### config.mk
export PLATFORM = sky130hd
export DESIGN_NAME = tec_top
export DESIGN_NICKNAME = d
export VERILOG_FILES = /design/src/core/tec_pkg.sv /design/src/core/tec_edge.sv /design/src/core/tec_top.sv
export VERILOG_INCLUDE_DIRS = /design/src /design/src/core
export SDC_FILE = /design/constraint.sdc
export NUM_CORES = 1
export LEC_CHECK = 0
export BUFFER_PORTS_ARGS = -buffer_cell sky130_fd_sc_hd__buf_2
export CAP_MARGIN = 20
export CORE_MARGIN = 2
export CORE_UTILIZATION = 40
export CTS_CLUSTER_DIAMETER = 200
export DETAILED_ROUTE_END_ITERATION = 10
export SETUP_SLACK_MARGIN = 0.5
export SLEW_MARGIN = 30
export SYNTH_ARGS = -nofsm -noshare
export SYNTH_HDL_FRONTEND = slang
export SYNTH_SLANG_ARGS = --single-unit
export TNS_END_PERCENT = 30
### constraint.sdc
create_clock -name clk -period 7.5 [get_ports clk]
set_input_delay 1.5 -clock clk [delete_from_list [all_inputs] [get_ports clk]]
set_output_delay 1.5 -clock clk [all_outputs]
set_load 0.01 [all_outputs]
### src/core/tec_map.svh
// register offsets, field positions, reset values and timing counts of the timer/event counter
`ifndef TEC_MAP_SVH
`define TEC_MAP_SVH

// ----------------------------------------------------------------------
// register word addresses
// ----------------------------------------------------------------------
`define TEC_ADDR_W          2
`define TEC_ADDR_CSR        2'h0
`define TEC_ADDR_TCR        2'h1

// ----------------------------------------------------------------------
// control/status field positions
// ----------------------------------------------------------------------
`define TEC_BIT_EN          0
`define TEC_BIT_IRQ_EN      1
`define TEC_BIT_INV         2
`define TEC_BIT_MODE_LO     3
`define TEC_BIT_MODE_HI     5
`define TEC_BIT_GPIO        6
`define TEC_BIT_STATUS      7
`define TEC_BIT_DIR         8
`define TEC_BIT_DIN         9
`define TEC_BIT_DOUT        10

// ----------------------------------------------------------------------
// widths, reset values, mode codes
// ----------------------------------------------------------------------
`define TEC_CNT_W           24
`define TEC_CNT_RST         24'h000000
`define TEC_CNT_ALL1        24'hFFFFFF
`define TEC_MODE_TIMER      3'h0
`define TEC_MODE_PULSE      3'h1
`define TEC_MODE_TOGGLE     3'h2
`define TEC_MODE_WIDTH      3'h4
`define TEC_MODE_PERIOD     3'h5
`define TEC_MODE_EXTTIME    3'h6
`define TEC_MODE_EVENT      3'h7

// ----------------------------------------------------------------------
// timing: internal counting clock is the core clock divided by two
// ----------------------------------------------------------------------
`define TEC_CLK_PERIOD_NS   10
`define TEC_DIV             2

`endif

### src/core/tec_pkg.sv
// types shared by the timer/event counter design files
`include "tec_map.svh"

package tec_pkg;

	// ----------------------------------------------------------------------
	// operating modes selected by mode_select
	// ----------------------------------------------------------------------
	typedef enum logic [2:0] {
		TEC_M_TIMER   = `TEC_MODE_TIMER,
		TEC_M_PULSE   = `TEC_MODE_PULSE,
		TEC_M_TOGGLE  = `TEC_MODE_TOGGLE,
		TEC_M_RSVD    = 3'h3,
		TEC_M_WIDTH   = `TEC_MODE_WIDTH,
		TEC_M_PERIOD  = `TEC_MODE_PERIOD,
		TEC_M_EXTTIME = `TEC_MODE_EXTTIME,
		TEC_M_EVENT   = `TEC_MODE_EVENT
	} tec_mode_t;

	// ----------------------------------------------------------------------
	// pulse-width measurement states, one-hot
	// ----------------------------------------------------------------------
	typedef enum logic [1:0] {
		TEC_PW_IDLE = 2'b01,
		TEC_PW_RUN  = 2'b10
	} tec_pw_state_t;

endpackage : tec_pkg

### src/core/tec_edge.sv
// timer pin synchroniser and polarity-aware edge detector
`timescale 1ns/100ps

module tec_edge (
	input  wire logic clk,
	input  wire logic rstn,
	input  wire logic ce,
	input  wire logic hold,
	input  wire logic pin_in,
	input  wire logic pin_polarity_invert,
	output logic      pin_sync,
	output logic      act_rise,
	output logic      act_fall
);

	logic sync1_q;
	logic sync2_q;
	logic act_prev_q;
	logic act_now;

	// ----------------------------------------------------------------------
	// two-stage synchroniser; first stage feeds only the second
	// ----------------------------------------------------------------------
	always_ff @(posedge clk) begin
		if (!rstn) begin
			sync1_q <= 1'b0;
			sync2_q <= 1'b0;
		end else if (ce && !hold) begin
			sync1_q <= pin_in;
			sync2_q <= sync1_q;
		end
	end

	// invert first, so rising always means the selected edge
	assign act_now = sync2_q ^ pin_polarity_invert;

	// previous sample of the active level
	always_ff @(posedge clk) begin
		if (!rstn) begin
			act_prev_q <= 1'b0;
		end else if (ce && !hold) begin
			act_prev_q <= act_now;
		end
	end

	// edges are masked while held so that stop hides pin changes
	assign pin_sync = sync2_q;
	assign act_rise = ce && !hold && act_now && !act_prev_q;
	assign act_fall = ce && !hold && !act_now && act_prev_q;

endmodule : tec_edge

### src/core/tec_top.sv
// timer/event counter: control/status and count value registers, counter and pin logic
`timescale 1ns/100ps
`include "tec_map.svh"

module tec_top #(
	parameter int CNT_W = `TEC_CNT_W
) (
	input  wire logic                   clk,
	input  wire logic                   rstn,
	input  wire logic                   ce,
	input  wire logic                   stop_mode,
	input  wire logic                   irq_ack,
	input  wire logic [`TEC_ADDR_W-1:0] reg_addr,
	input  wire logic [CNT_W-1:0]       reg_wdata,
	input  wire logic                   reg_wr,
	input  wire logic                   reg_rd,
	output logic      [CNT_W-1:0]       reg_rdata,
	input  wire logic                   timer_pin_in,
	output logic                        timer_pin_out,
	output logic                        timer_pin_oe,
	output logic                        count_irq
);

	// ----------------------------------------------------------------------
	// declarations
	// ----------------------------------------------------------------------
	logic                   count_enable_q;
	logic                   count_irq_enable_q;
	logic                   pin_polarity_invert_q;
	tec_pkg::tec_mode_t     mode_select_q;
	logic                   gpio_en_q;
	logic                   gpio_dir_q;
	logic                   gpio_dout_q;
	logic                   count_status_flag_q;
	logic [CNT_W-1:0]       count_value_q;
	logic [CNT_W-1:0]       cnt_q;
	logic                   en_prev_q;
	logic                   tick_q;
	logic                   toggle_q;
	tec_pkg::tec_pw_state_t pw_state_q;
	logic [CNT_W-1:0]       rdata_q;
	logic                   pin_out_q;
	logic                   pin_oe_q;
	logic                   irq_q;

	logic                   pin_sync;
	logic                   sel_rise;
	logic                   sel_fall;
	logic                   run;
	logic                   load;
	logic                   step;
	logic                   cnt_zero;
	logic                   hw_event;
	logic                   hw_capture;
	logic [CNT_W-1:0]       cnt_inc;
	logic [CNT_W-1:0]       csr_word;
	logic                   wr_csr;
	logic                   wr_tcr;
	logic                   rd_csr;

	// ----------------------------------------------------------------------
	// pin synchroniser and edge detector
	// ----------------------------------------------------------------------
	tec_edge u_edge (
		.clk      (clk),
		.rstn     (rstn),
		.ce       (ce),
		.hold     (stop_mode),
		.pin_in   (timer_pin_in),
		.pin_polarity_invert      (pin_polarity_invert_q),
		.pin_sync (pin_sync),
		.act_rise (sel_rise),
		.act_fall (sel_fall)
	);

	// ----------------------------------------------------------------------
	// common qualifiers
	// ----------------------------------------------------------------------
	// wait needs no input: only stop or ce low freezes the timer
	assign run      = ce && !stop_mode && count_enable_q;
	assign load     = run && !en_prev_q;
	assign step     = run && !load && tick_q;
	assign cnt_zero = (cnt_q == `TEC_CNT_RST);
	assign cnt_inc  = cnt_q + 1'b1;
	assign wr_csr   = ce && reg_wr && (reg_addr == `TEC_ADDR_CSR);
	assign wr_tcr   = ce && reg_wr && (reg_addr == `TEC_ADDR_TCR);
	assign rd_csr   = ce && reg_rd && (reg_addr == `TEC_ADDR_CSR);

	// status-setting events of the toggle, width, period, external time and event modes
	always_comb begin
		hw_event   = 1'b0;
		hw_capture = 1'b0;
		if (run && !load) begin
			case (mode_select_q)
				tec_pkg::TEC_M_TOGGLE: begin
					hw_event = step && cnt_zero;
				end
				tec_pkg::TEC_M_WIDTH: begin
					hw_event   = sel_fall && (pw_state_q == tec_pkg::TEC_PW_RUN);
					hw_capture = hw_event;
				end
				tec_pkg::TEC_M_PERIOD: begin
					hw_event   = sel_rise;
					hw_capture = sel_rise;
				end
				tec_pkg::TEC_M_EXTTIME: begin
					hw_event   = sel_rise && cnt_zero;
					hw_capture = sel_rise;
				end
				tec_pkg::TEC_M_EVENT: begin
					hw_event = sel_rise && cnt_zero;
				end
				default: begin
					hw_event   = 1'b0;
					hw_capture = 1'b0;
				end
			endcase
		end
	end

	// ----------------------------------------------------------------------
	// control/status fields written by software
	// ----------------------------------------------------------------------
	// mode and invert should only change while disabled; not enforced here
	always_ff @(posedge clk) begin
		if (!rstn) begin
			count_enable_q        <= 1'b0;
			count_irq_enable_q    <= 1'b0;
			pin_polarity_invert_q <= 1'b0;
			mode_select_q         <= tec_pkg::TEC_M_TIMER;
			gpio_en_q             <= 1'b0;
			gpio_dir_q            <= 1'b0;
			gpio_dout_q           <= 1'b0;
		end else if (wr_csr) begin
			count_enable_q        <= reg_wdata[`TEC_BIT_EN];
			count_irq_enable_q    <= reg_wdata[`TEC_BIT_IRQ_EN];
			pin_polarity_invert_q <= reg_wdata[`TEC_BIT_INV];
			mode_select_q         <= tec_pkg::tec_mode_t'(reg_wdata[`TEC_BIT_MODE_HI:`TEC_BIT_MODE_LO]);
			gpio_en_q             <= reg_wdata[`TEC_BIT_GPIO];
			gpio_dir_q            <= reg_wdata[`TEC_BIT_DIR];
			gpio_dout_q           <= reg_wdata[`TEC_BIT_DOUT];
		end
	end

	// enable history finds the load cycle; frozen while stopped
	always_ff @(posedge clk) begin
		if (!rstn) begin
			en_prev_q <= 1'b0;
		end else if (ce && !stop_mode) begin
			en_prev_q <= count_enable_q;
		end
	end

	// ----------------------------------------------------------------------
	// status flag: a hardware set wins over a read or acknowledge clear
	// ----------------------------------------------------------------------
	always_ff @(posedge clk) begin
		if (!rstn) begin
			count_status_flag_q <= 1'b0;
		end else if (hw_event) begin
			count_status_flag_q <= 1'b1;
		end else if (rd_csr || (ce && irq_ack)) begin
			count_status_flag_q <= 1'b0;
		end
	end

	// ----------------------------------------------------------------------
	// count value register: hardware capture wins over a software write
	// ----------------------------------------------------------------------
	always_ff @(posedge clk) begin
		if (!rstn) begin
			count_value_q <= `TEC_CNT_RST;
		end else if (hw_capture) begin
			if (mode_select_q == tec_pkg::TEC_M_EXTTIME) begin
				count_value_q <= cnt_inc;
			end else begin
				count_value_q <= cnt_q;
			end
		end else if (wr_tcr) begin
			count_value_q <= reg_wdata;
		end
	end

	// ----------------------------------------------------------------------
	// clock/2 prescaler, restarted by each load
	// ----------------------------------------------------------------------
	// held, not cleared, while ce is low or stopped, so the phase survives
	always_ff @(posedge clk) begin
		if (!rstn) begin
			tick_q <= 1'b0;
		end else if (load || (ce && !stop_mode && !count_enable_q)) begin
			tick_q <= 1'b0;
		end else if (run) begin
			tick_q <= !tick_q;
		end
	end

	// ----------------------------------------------------------------------
	// the counter
	// ----------------------------------------------------------------------
	// a zero reload is only latched at completion, so zero written mid-run
	// lands after the current count
	always_ff @(posedge clk) begin
		if (!rstn) begin
			cnt_q <= `TEC_CNT_RST;
		end else if (load) begin
			case (mode_select_q)
				tec_pkg::TEC_M_EXTTIME: begin
					cnt_q <= ~count_value_q;
				end
				tec_pkg::TEC_M_WIDTH: begin
					cnt_q <= cnt_q;
				end
				default: begin
					// zero on a live counter means a full 2^24 pass first
					if (count_value_q == `TEC_CNT_RST && !cnt_zero) begin
						cnt_q <= `TEC_CNT_ALL1;
					end else begin
						cnt_q <= count_value_q;
					end
				end
			endcase
		end else if (run) begin
			case (mode_select_q)
				tec_pkg::TEC_M_TOGGLE: begin
					if (step) begin
						cnt_q <= cnt_zero ? count_value_q : cnt_q - 1'b1;
					end
				end
				tec_pkg::TEC_M_WIDTH: begin
					if (sel_rise) begin
						cnt_q <= `TEC_CNT_RST;
					end else if (step && pw_state_q == tec_pkg::TEC_PW_RUN) begin
						cnt_q <= cnt_inc;
					end
				end
				tec_pkg::TEC_M_PERIOD: begin
					if (step) begin
						cnt_q <= cnt_inc;
					end
				end
				tec_pkg::TEC_M_EXTTIME: begin
					if (sel_rise) begin
						cnt_q <= cnt_inc;
					end
				end
				tec_pkg::TEC_M_EVENT: begin
					if (sel_rise) begin
						cnt_q <= cnt_zero ? count_value_q : cnt_q - 1'b1;
					end
				end
				default: begin
					cnt_q <= cnt_q;
				end
			endcase
		end
	end

	// ----------------------------------------------------------------------
	// pulse-width measurement sequencer
	// ----------------------------------------------------------------------
	always_ff @(posedge clk) begin
		if (!rstn) begin
			pw_state_q <= tec_pkg::TEC_PW_IDLE;
		end else if (!ce || stop_mode) begin
			pw_state_q <= pw_state_q;
		end else if (!count_enable_q || load || mode_select_q != tec_pkg::TEC_M_WIDTH) begin
			pw_state_q <= tec_pkg::TEC_PW_IDLE;
		end else begin
			case (pw_state_q)
				tec_pkg::TEC_PW_IDLE: begin
					if (sel_rise) begin
						pw_state_q <= tec_pkg::TEC_PW_RUN;
					end
				end
				tec_pkg::TEC_PW_RUN: begin
					if (sel_fall) begin
						pw_state_q <= tec_pkg::TEC_PW_IDLE;
					end
				end
				default: begin
					pw_state_q <= tec_pkg::TEC_PW_IDLE;
				end
			endcase
		end
	end

	// ----------------------------------------------------------------------
	// toggle output state
	// ----------------------------------------------------------------------
	always_ff @(posedge clk) begin
		if (!rstn) begin
			toggle_q <= 1'b0;
		end else if (load) begin
			toggle_q <= 1'b0;
		end else if (hw_event && mode_select_q == tec_pkg::TEC_M_TOGGLE) begin
			toggle_q <= !toggle_q;
		end
	end

	// ----------------------------------------------------------------------
	// pin drive: toggle output, or plain output in the general-purpose mode
	// ----------------------------------------------------------------------
	always_ff @(posedge clk) begin
		if (!rstn) begin
			pin_out_q <= 1'b0;
			pin_oe_q  <= 1'b0;
		end else if (ce) begin
			if (mode_select_q == tec_pkg::TEC_M_TOGGLE) begin
				pin_out_q <= toggle_q ^ pin_polarity_invert_q;
				pin_oe_q  <= 1'b1;
			end else if (mode_select_q == tec_pkg::TEC_M_TIMER && gpio_en_q && gpio_dir_q) begin
				pin_out_q <= gpio_dout_q ^ pin_polarity_invert_q;
				pin_oe_q  <= 1'b1;
			end else begin
				pin_out_q <= 1'b0;
				pin_oe_q  <= 1'b0;
			end
		end
	end

	// ----------------------------------------------------------------------
	// interrupt request: pending status gated by its enable
	// ----------------------------------------------------------------------
	always_ff @(posedge clk) begin
		if (!rstn) begin
			irq_q <= 1'b0;
		end else if (ce) begin
			irq_q <= count_status_flag_q && count_irq_enable_q;
		end
	end

	// ----------------------------------------------------------------------
	// register read port, data one cycle after the strobe
	// ----------------------------------------------------------------------
	always_comb begin
		csr_word                                    = '0;
		csr_word[`TEC_BIT_EN]                       = count_enable_q;
		csr_word[`TEC_BIT_IRQ_EN]                   = count_irq_enable_q;
		csr_word[`TEC_BIT_INV]                      = pin_polarity_invert_q;
		csr_word[`TEC_BIT_MODE_HI:`TEC_BIT_MODE_LO] = mode_select_q;
		csr_word[`TEC_BIT_GPIO]                     = gpio_en_q;
		csr_word[`TEC_BIT_STATUS]                   = count_status_flag_q;
		csr_word[`TEC_BIT_DIR]                      = gpio_dir_q;
		csr_word[`TEC_BIT_DIN]                      = pin_sync ^ pin_polarity_invert_q;
		csr_word[`TEC_BIT_DOUT]                     = gpio_dout_q;
	end

	always_ff @(posedge clk) begin
		if (!rstn) begin
			rdata_q <= '0;
		end else if (ce) begin
			if (reg_rd && reg_addr == `TEC_ADDR_CSR) begin
				rdata_q <= csr_word;
			end else if (reg_rd && reg_addr == `TEC_ADDR_TCR) begin
				rdata_q <= count_value_q;
			end else begin
				rdata_q <= '0;                                            // unmapped or idle
			end
		end
	end

	assign reg_rdata     = rdata_q;
	assign timer_pin_out = pin_out_q;
	assign timer_pin_oe  = pin_oe_q;
	assign count_irq     = irq_q;
endmodule : tec_top

### Word level (Yosys, flattened, before mapping)

Index checks and enable logic that the tools add are counted.

| word-level totals | value |
|---|---|
| register bits | 93 |
| bits in latches | 0 |
| RAM bits | 0 |
| memory bits (read-only) | 0 |
| bits of input ports | 34 |
| output and inout port bits | 27 |
| memories kept | 0 |

| operators by class | value |
|---|---|
| add/sub/neg operators | 2 |
| multiply operators | 0 |
| div/mod/pow operators | 0 |
| order comparisons | 0 |
| eq/ne operators | 17 |
| shift operators | 0 |
| mux-type cells | 31 |
| bitwise operators | 6 |
| reduce and logical (&&, ||, !) cells | 56 |

Operator list:

| cell | count |
|---|---|
| two-way mux 24 bit | 15 |
| one-hot mux 24 bit (5 select lines) | 1 |
| logical NOT 24 bit | 2 |
| one-hot mux 24 bit (2 select lines) | 1 |
| logical AND 1 bit | 27 |
| adder 24 x 1 -> 24 bit (second input constant) | 1 |
| NOT 24 bit | 1 |
| subtractor 24 x 1 -> 24 bit (second input constant) | 1 |
| != test 3 bit (second input constant) | 7 |
| == test 3 bit (second input constant) | 4 |
| logical NOT 1 bit | 10 |
| two-way mux 1 bit | 8 |
| AND reduction 8 bit | 1 |
| OR reduction 2 bit | 4 |
| two-way mux 2 bit | 3 |
| nonzero test 2 bit | 3 |
| nonzero test 6 bit | 1 |
| logical OR 1 bit | 5 |
| == test 2 x 1 -> 1 bit (second input constant) | 2 |
| one-hot mux 1 bit (4 select lines) | 1 |
| one-hot mux 2 bit (2 select lines) | 1 |
| == test 3 x 2 -> 1 bit (second input constant) | 1 |
| logical NOT 3 bit | 1 |
| != test 3 x 2 -> 1 bit (second input constant) | 1 |
| other kinds (7) | 10 |

### Longest topological paths before layout

| logic depth | value |
|---|---|
| depth after elaboration | 13 |
| gate-level depth with buffers | 9 |
| depth with buffers taken out | 8 |

### By module

From an unflattened synthesis, not the netlist that was laid out.

| unflattened totals | value |
|---|---|
| cell total of the unflattened synthesis | 810 |
| area total of the unflattened synthesis | 6,359.8 um^2 |

By module, submodules not included:

| module | times used | cells each | area each (um^2) | seq. area each (um^2) |
|---|---|---|---|---|
| tec_top | 1 | 795 | 6,216.0 | 1,801.7 |
| tec_edge | 1 | 15 | 143.9 | 60.1 |

### Worst setup path before layout

OpenSTA, ideal clock, no wires.

| timing path | value |
|---|---|
| kind | in2reg |
| from | input ce |
| to | register cnt_q[9] |
| arrival time | 3.269 ns |
| slack | 4.156 ns |
| stages | 8 |
| buffers on the path | 2 |
| path through | clkbuf_1 nand2b_1 nor4b_1 o21ai_0 a221oi_1 clkbuf_1 o311ai_0 o22ai_1 |

| on the way | value |
|---|---|
| cells in the longest elaborated chain, start to end | 9 |
| elaborated cells on any way between the ends | 22 |
| classes of those cells | eq/ne (6); mux (4); reduce/logical (12) |

RTL lines:

| item | RTL line | RTL |
|---|---|---|
| start, declared | tec_top.sv:10 | `input wire logic ce,` |
| logical AND 1 bit (*) | tec_edge.sv:48, tec_top.sv:80 |  |
| logical AND 1 bit | tec_top.sv:80 | `assign run = ce && !stop_mode && count_enable_q;` |
| logical AND 1 bit | tec_top.sv:81 | `assign load = run && !en_prev_q;` |
| logical NOT 1 bit | tec_top.sv:82 | `assign step = run && !load && tick_q;` |
| logical AND 1 bit (2 in series) | tec_top.sv:82 |  |
| logical AND 1 bit | tec_top.sv:233 | `end else if (step && pw_state_q == tec_pkg::TEC_PW_RUN) begin` |
| != test 3 bit (no line) | -- |  |
| AND reduction 8 bit (no line) | -- |  |
| end signal, assigned | tec_top.sv:232 | `` cnt_q <= `TEC_CNT_RST; `` |
| end signal, assigned | tec_top.sv:234 | `cnt_q <= cnt_inc;` |
| end signal, assigned | tec_top.sv:239 | `cnt_q <= cnt_inc;` |
| end, declared | tec_top.sv:36 | `logic [CNT_W-1:0] cnt_q;` |

Every way passes the cells marked *; elsewhere a longest branch is shown, timed or not. The select of a mux whose other input is x is not followed.
A chain may end at the register's enable or synchronous reset.

### Worst setup path in the final report

| timing path | value |
|---|---|
| from | input ce |
| to | register cnt_q[4] |

The elaborated chain is that of the path after synthesis.

==> run summary <==
STATUS
------------------------------------------------------------------------------------
Outcome ............................................................... finished clean

FLOORPLAN
------------------------------------------------------------------------------------
Row cnt ...............................................................           46
Die X-Extent ..........................................................       130 µm
Number of placed I/O pins .............................................           61
Die boundary height ...................................................       130 µm
DIE AREA ..............................................................   16,900 µm²
Area inside the core boundary .........................................   15,700 µm²
Starting Density ......................................................        40.5%

FINISH
------------------------------------------------------------------------------------
Area added between synthesis and finish ...............................        10.2%
Register cell area after layout .......................................     1860 µm²
Number of nets in the layout ..........................................          840
Ratio of cells with drive above 1 in the final layout .................        12.1%
Multi-input logic area ................................................     4130 µm²
Number of antenna diodes ..............................................            0
End-of-flow core utilization ..........................................        44.6%
Fillers ...............................................................        1,603

CLOCK NETWORK
------------------------------------------------------------------------------------
Clock tree sinks ......................................................           93
CTS tree ..............................................................          yes
Clock-pin slew on the worst setup and hold paths ......................      0.07 ns
TritonCTS buffer count ................................................            9
Post-CTS repair timing setup buffer count .............................            0
Insertion delay of the later-clocked pin in the worst-skew pair .......      0.35 ns
PostCTS Resize Cnt ....................................................            0
Maximum clock insertion buffer count ..................................            2
Clock Tree Root ....................................................... sky130_fd_sc_hd__clkbuf_16
Count of hold buffers inserted by post-cts repair .....................            0
Count of H-tree levels built during CTS ...............................            3

ROUTE
------------------------------------------------------------------------------------
Antenna-violating nets left ...........................................            0
Post-detailed-routing wire length .....................................    19,400 µm
Met3 wire length ......................................................      1070 µm
Vias after detailed routing ...........................................        5,930
Sum of met2 wire segment lengths after detailed routing ...............      8540 µm
Highest routed metal layer ............................................         met4
Average via count per standard cell ...................................         5.79
Average wire per standard cell ........................................      18.9 µm
Post-route DRC ........................................................            0
First-pass iteration count of the detailed router .....................            5
Iteration-0 DRC Markers ...............................................          752
M1 wire length ........................................................      9550 µm

PLACE
------------------------------------------------------------------------------------
Dpl ws ................................................................      3.06 ns
Number of buffer cells added on primary ports .........................           60
Weighted congestion at the end of routability-driven global placement .        0.913
Placed wire-length estimate ...........................................    13,500 µm

GLOBAL ROUTING
------------------------------------------------------------------------------------
Total global routing track utilization ................................        23.3%
Overall overflow remaining after global route .........................            0
Pin count of the biggest net entering global routing ..................           84
Global-route wire length before repair ................................    31,100 µm
Number of antenna violations at the first check in global routing .....            0
Vias in the first global route ........................................        5,533

SETUP PATH
------------------------------------------------------------------------------------
Endpoint of the lowest-slack register-to-register path ................ cnt_q[9]$_SDFFE_PN0P_
Setup crit end kind ...................................................     register
Delay-heaviest family, CP ............................................. simple AND/OR/NAND/NOR gates
Register-to-register setup slack ......................................      4.19 ns
Logic depth of the worst register-to-register path ....................            6
Critical path type .................................................... input port to register
Crit-path cells ....................................................... buf_2 -> nor2b_1 -> nand3_1 -> nor2_1 -> nand2_1 -> o21a_1 -> a32o_1
Data arrival at the endpoint of the critical path .....................      4.36 ns
Reg2reg start ......................................................... cnt_q[16]$_SDFFE_PN0P_
Crit path max fanout ..................................................           36
Total buffers and inverters traversed by the critical path ............            1
Crit path capture ..................................................... cnt_q[4]$_SDFFE_PN0P_
Critical path depth ...................................................            7
Startpoint Class ......................................................   input port
Required @ worst endpoint .............................................      7.74 ns
Cell at the slowest stage of the critical path ........................ sky130_fd_sc_hd__nand3_1
Delay of the slowest cell on the worst path ...........................      0.74 ns
Crit path launch ......................................................           ce

YOSYS
------------------------------------------------------------------------------------
Sequential-to-total area share from yosys stat ........................        29.4%
Most common cell in the synthesized netlist ........................... sky130_fd_sc_hd__dfxtp_1
Share of flip-flops with an asynchronous set or reset after synthesis .           0%
Post-Synthesis Cell Area ..............................................     6340 µm²
Area leader, netlist .................................................. sky130_fd_sc_hd__dfxtp_1
Syn nets ..............................................................          831
Number of distinct library cells after synthesis ......................           64
Count of flip-flops with a built-in enable after synthesis ............            0
Synth top area share ..................................................        29.4%
Largest cells by area after synthesis ................................. sky130_fd_sc_hd__dfxtp_1 (29%), sky130_fd_sc_hd__xnor2_1 (7.3%), sky130_fd_sc_hd__mux2i_1 (7.0%), sky130_fd_sc_hd__nand2_1 (5.3%), sky130_fd_sc_hd__o211a_1 (3.8%)
Cells after Synth .....................................................          794
Number of synthesized register bits ...................................           93
Commonest cells post-synth ............................................ sky130_fd_sc_hd__dfxtp_1 (93), sky130_fd_sc_hd__nand2_1 (90), sky130_fd_sc_hd__clkbuf_1 (55), sky130_fd_sc_hd__xnor2_1 (53), sky130_fd_sc_hd__mux2i_1 (44)
Avg Inst Size Synth ...................................................     7.98 µm²
Yosys warns ...........................................................            0
Dominant synthesized flop cell ........................................ sky130_fd_sc_hd__dfxtp_1

TIMING
------------------------------------------------------------------------------------
Maximum clock rate ....................................................      243 MHz
Final setup violation count ...........................................            0
Worst relative slew slack .............................................        37.1%
Worst Slack Setup Final ...............................................      3.38 ns
Tightest Pin Transition ...............................................     0.934 ns
Worst clock skew on the final layout ..................................   0.00876 ns
Final clock period utilization by the worst path ......................        54.9%
Accumulated negative setup slack ......................................         0 ns
Number of pins exceeding their max-slew limit in the final report .....            0
Final Hold Vio Count ..................................................            0
Tmin final ............................................................      4.12 ns
Setup repair after global routing missed its margin ...................        false

POWER AND IR DROP
------------------------------------------------------------------------------------
Power Dens Cells ......................................................   146 nW/µm²
Final Power ...........................................................      1.02 mW
Leakage component of the power ........................................      2.99 nW
Worst supply voltage drop on vdd ......................................  0.0000844 V

RUN
------------------------------------------------------------------------------------
Max capacitance violation total .......................................            0

WORST HOLD PATH
------------------------------------------------------------------------------------
Path class of the lowest-slack min-delay path ......................... register to register

-- kinds of logic (layout without fill, tap and decap cells) --
| family | count (synthesis) | in the layout | share of synthesized area, % |
|---|---|---|---|
| compound gates | 186 | 186 | 21.4 |
| xor+xnor | 76 | 76 | 10.5 |
| mux | 46 | 46 | 7.31 |
| flops | 93 | 93 | 29.4 |
| fa+ha+maj | 3 | 3 | 0.592 |
| buf+inv | 89 | 103 | 5.67 |
| simple gates | 301 | 301 | 25.1 |
-- power by group --
part           switching (mW)  total [mW]  internal, mW
Sequential            0.00995       0.508         0.499
Combinational          0.0400      0.0674        0.0274
Clock                   0.215       0.446         0.231
Total                   0.265        1.02         0.757
-- worst min path at each step --
stage	from	to	slack, ns	cells after the start
2_1_floorplan	u_edge.sync1_q$_SDFFE_PN0N_	u_edge.pin_sync$_SDFFE_PN0N_	0.44	2
3_3_place_gp	gpio_dir_q$_SDFFE_PN0P_	gpio_dir_q$_SDFFE_PN0P_	0.47	2
3_5_place_dp	u_edge.sync1_q$_SDFFE_PN0N_	u_edge.pin_sync$_SDFFE_PN0N_	0.46	2
4_1_cts	u_edge.sync1_q$_SDFFE_PN0N_	u_edge.pin_sync$_SDFFE_PN0N_	0.47	2
5_1_grt	u_edge.sync1_q$_SDFFE_PN0N_	u_edge.pin_sync$_SDFFE_PN0N_	0.49	2
6_report	u_edge.sync1_q$_SDFFE_PN0N_	u_edge.pin_sync$_SDFFE_PN0N_	0.48	2
-- area by class of cell --
cell class	count	area share [%]
clock buffers	10	3.28
multi-input cells	612	59.2
flip-flops and latches	93	26.7
clock inverters	6	0.771
inverters	19	1.02
well taps	216	3.87
repair buffers	68	5.22
-- stage by stage --
stage	hold WS, ns	cells	cell area [µm²]
floorplan	0.441	794	6340
global placement	0.465	1007	6680
detailed placement	0.464	1008	6700
CTS	0.474	1024	6980
global route	0.492	1024	6980
finish	0.476	1024	6980
-- worst register-to-register path, stage by stage (launching register included) --
cell	delay, ns
sky130_fd_sc_hd__dfxtp_1	0.46
sky130_fd_sc_hd__or4_4	0.65
sky130_fd_sc_hd__or3_4	0.43
sky130_fd_sc_hd__nor4_4	0.81
sky130_fd_sc_hd__mux2_2	0.41
sky130_fd_sc_hd__a221oi_1	0.30
sky130_fd_sc_hd__o22ai_1	0.13
-- sequential cells by signal, summed over array words and instances (netlist names), 2 cells and up --
signal	cells
cnt_q	24
count_value_q	24
mode_select_q	3
pw_state_q	2
reg_rdata	24
-- routing by layer --
metal  vias to the layer above  GRT usage (%)
li1                       2891              -
met1                      2810           34.5
met2                       212           36.3
met3                        17           3.08
met4                         0           5.00
met5                         -              0
-- layout by cell type (no fill, tap or decap), types with 4 or more instances in the layout --
master                       n
sky130_fd_sc_hd__mux2i_1    44
sky130_fd_sc_hd__or2_2       5
sky130_fd_sc_hd__buf_4       7
sky130_fd_sc_hd__clkbuf_16   9
sky130_fd_sc_hd__nand3b_1    5
sky130_fd_sc_hd__nor4_1     19
sky130_fd_sc_hd__a41o_1      5
sky130_fd_sc_hd__inv_1      19
sky130_fd_sc_hd__buf_2      60
sky130_fd_sc_hd__o211ai_1    8
sky130_fd_sc_hd__o21a_1      9
sky130_fd_sc_hd__nand2b_1    8
sky130_fd_sc_hd__nand3_1    30
sky130_fd_sc_hd__o22ai_1    12
sky130_fd_sc_hd__a21oi_1    28
sky130_fd_sc_hd__dfxtp_1    93
sky130_fd_sc_hd__and3_1     11
sky130_fd_sc_hd__a32o_1      6
sky130_fd_sc_hd__or4_1       4
sky130_fd_sc_hd__xor2_1     23
sky130_fd_sc_hd__xnor2_1    53
sky130_fd_sc_hd__a21boi_0    6
sky130_fd_sc_hd__o31ai_1     4
sky130_fd_sc_hd__nor2b_1    28
sky130_fd_sc_hd__and2_1     17
sky130_fd_sc_hd__o211a_1    24
sky130_fd_sc_hd__nor2_1     36
sky130_fd_sc_hd__nand2_1    90
sky130_fd_sc_hd__a22oi_1     6
sky130_fd_sc_hd__o221ai_1   12
sky130_fd_sc_hd__nand4_1    14
sky130_fd_sc_hd__a31oi_1    15
sky130_fd_sc_hd__o21ai_0    29
sky130_fd_sc_hd__nor3_1     10
(Power assumes the default switching activity.)
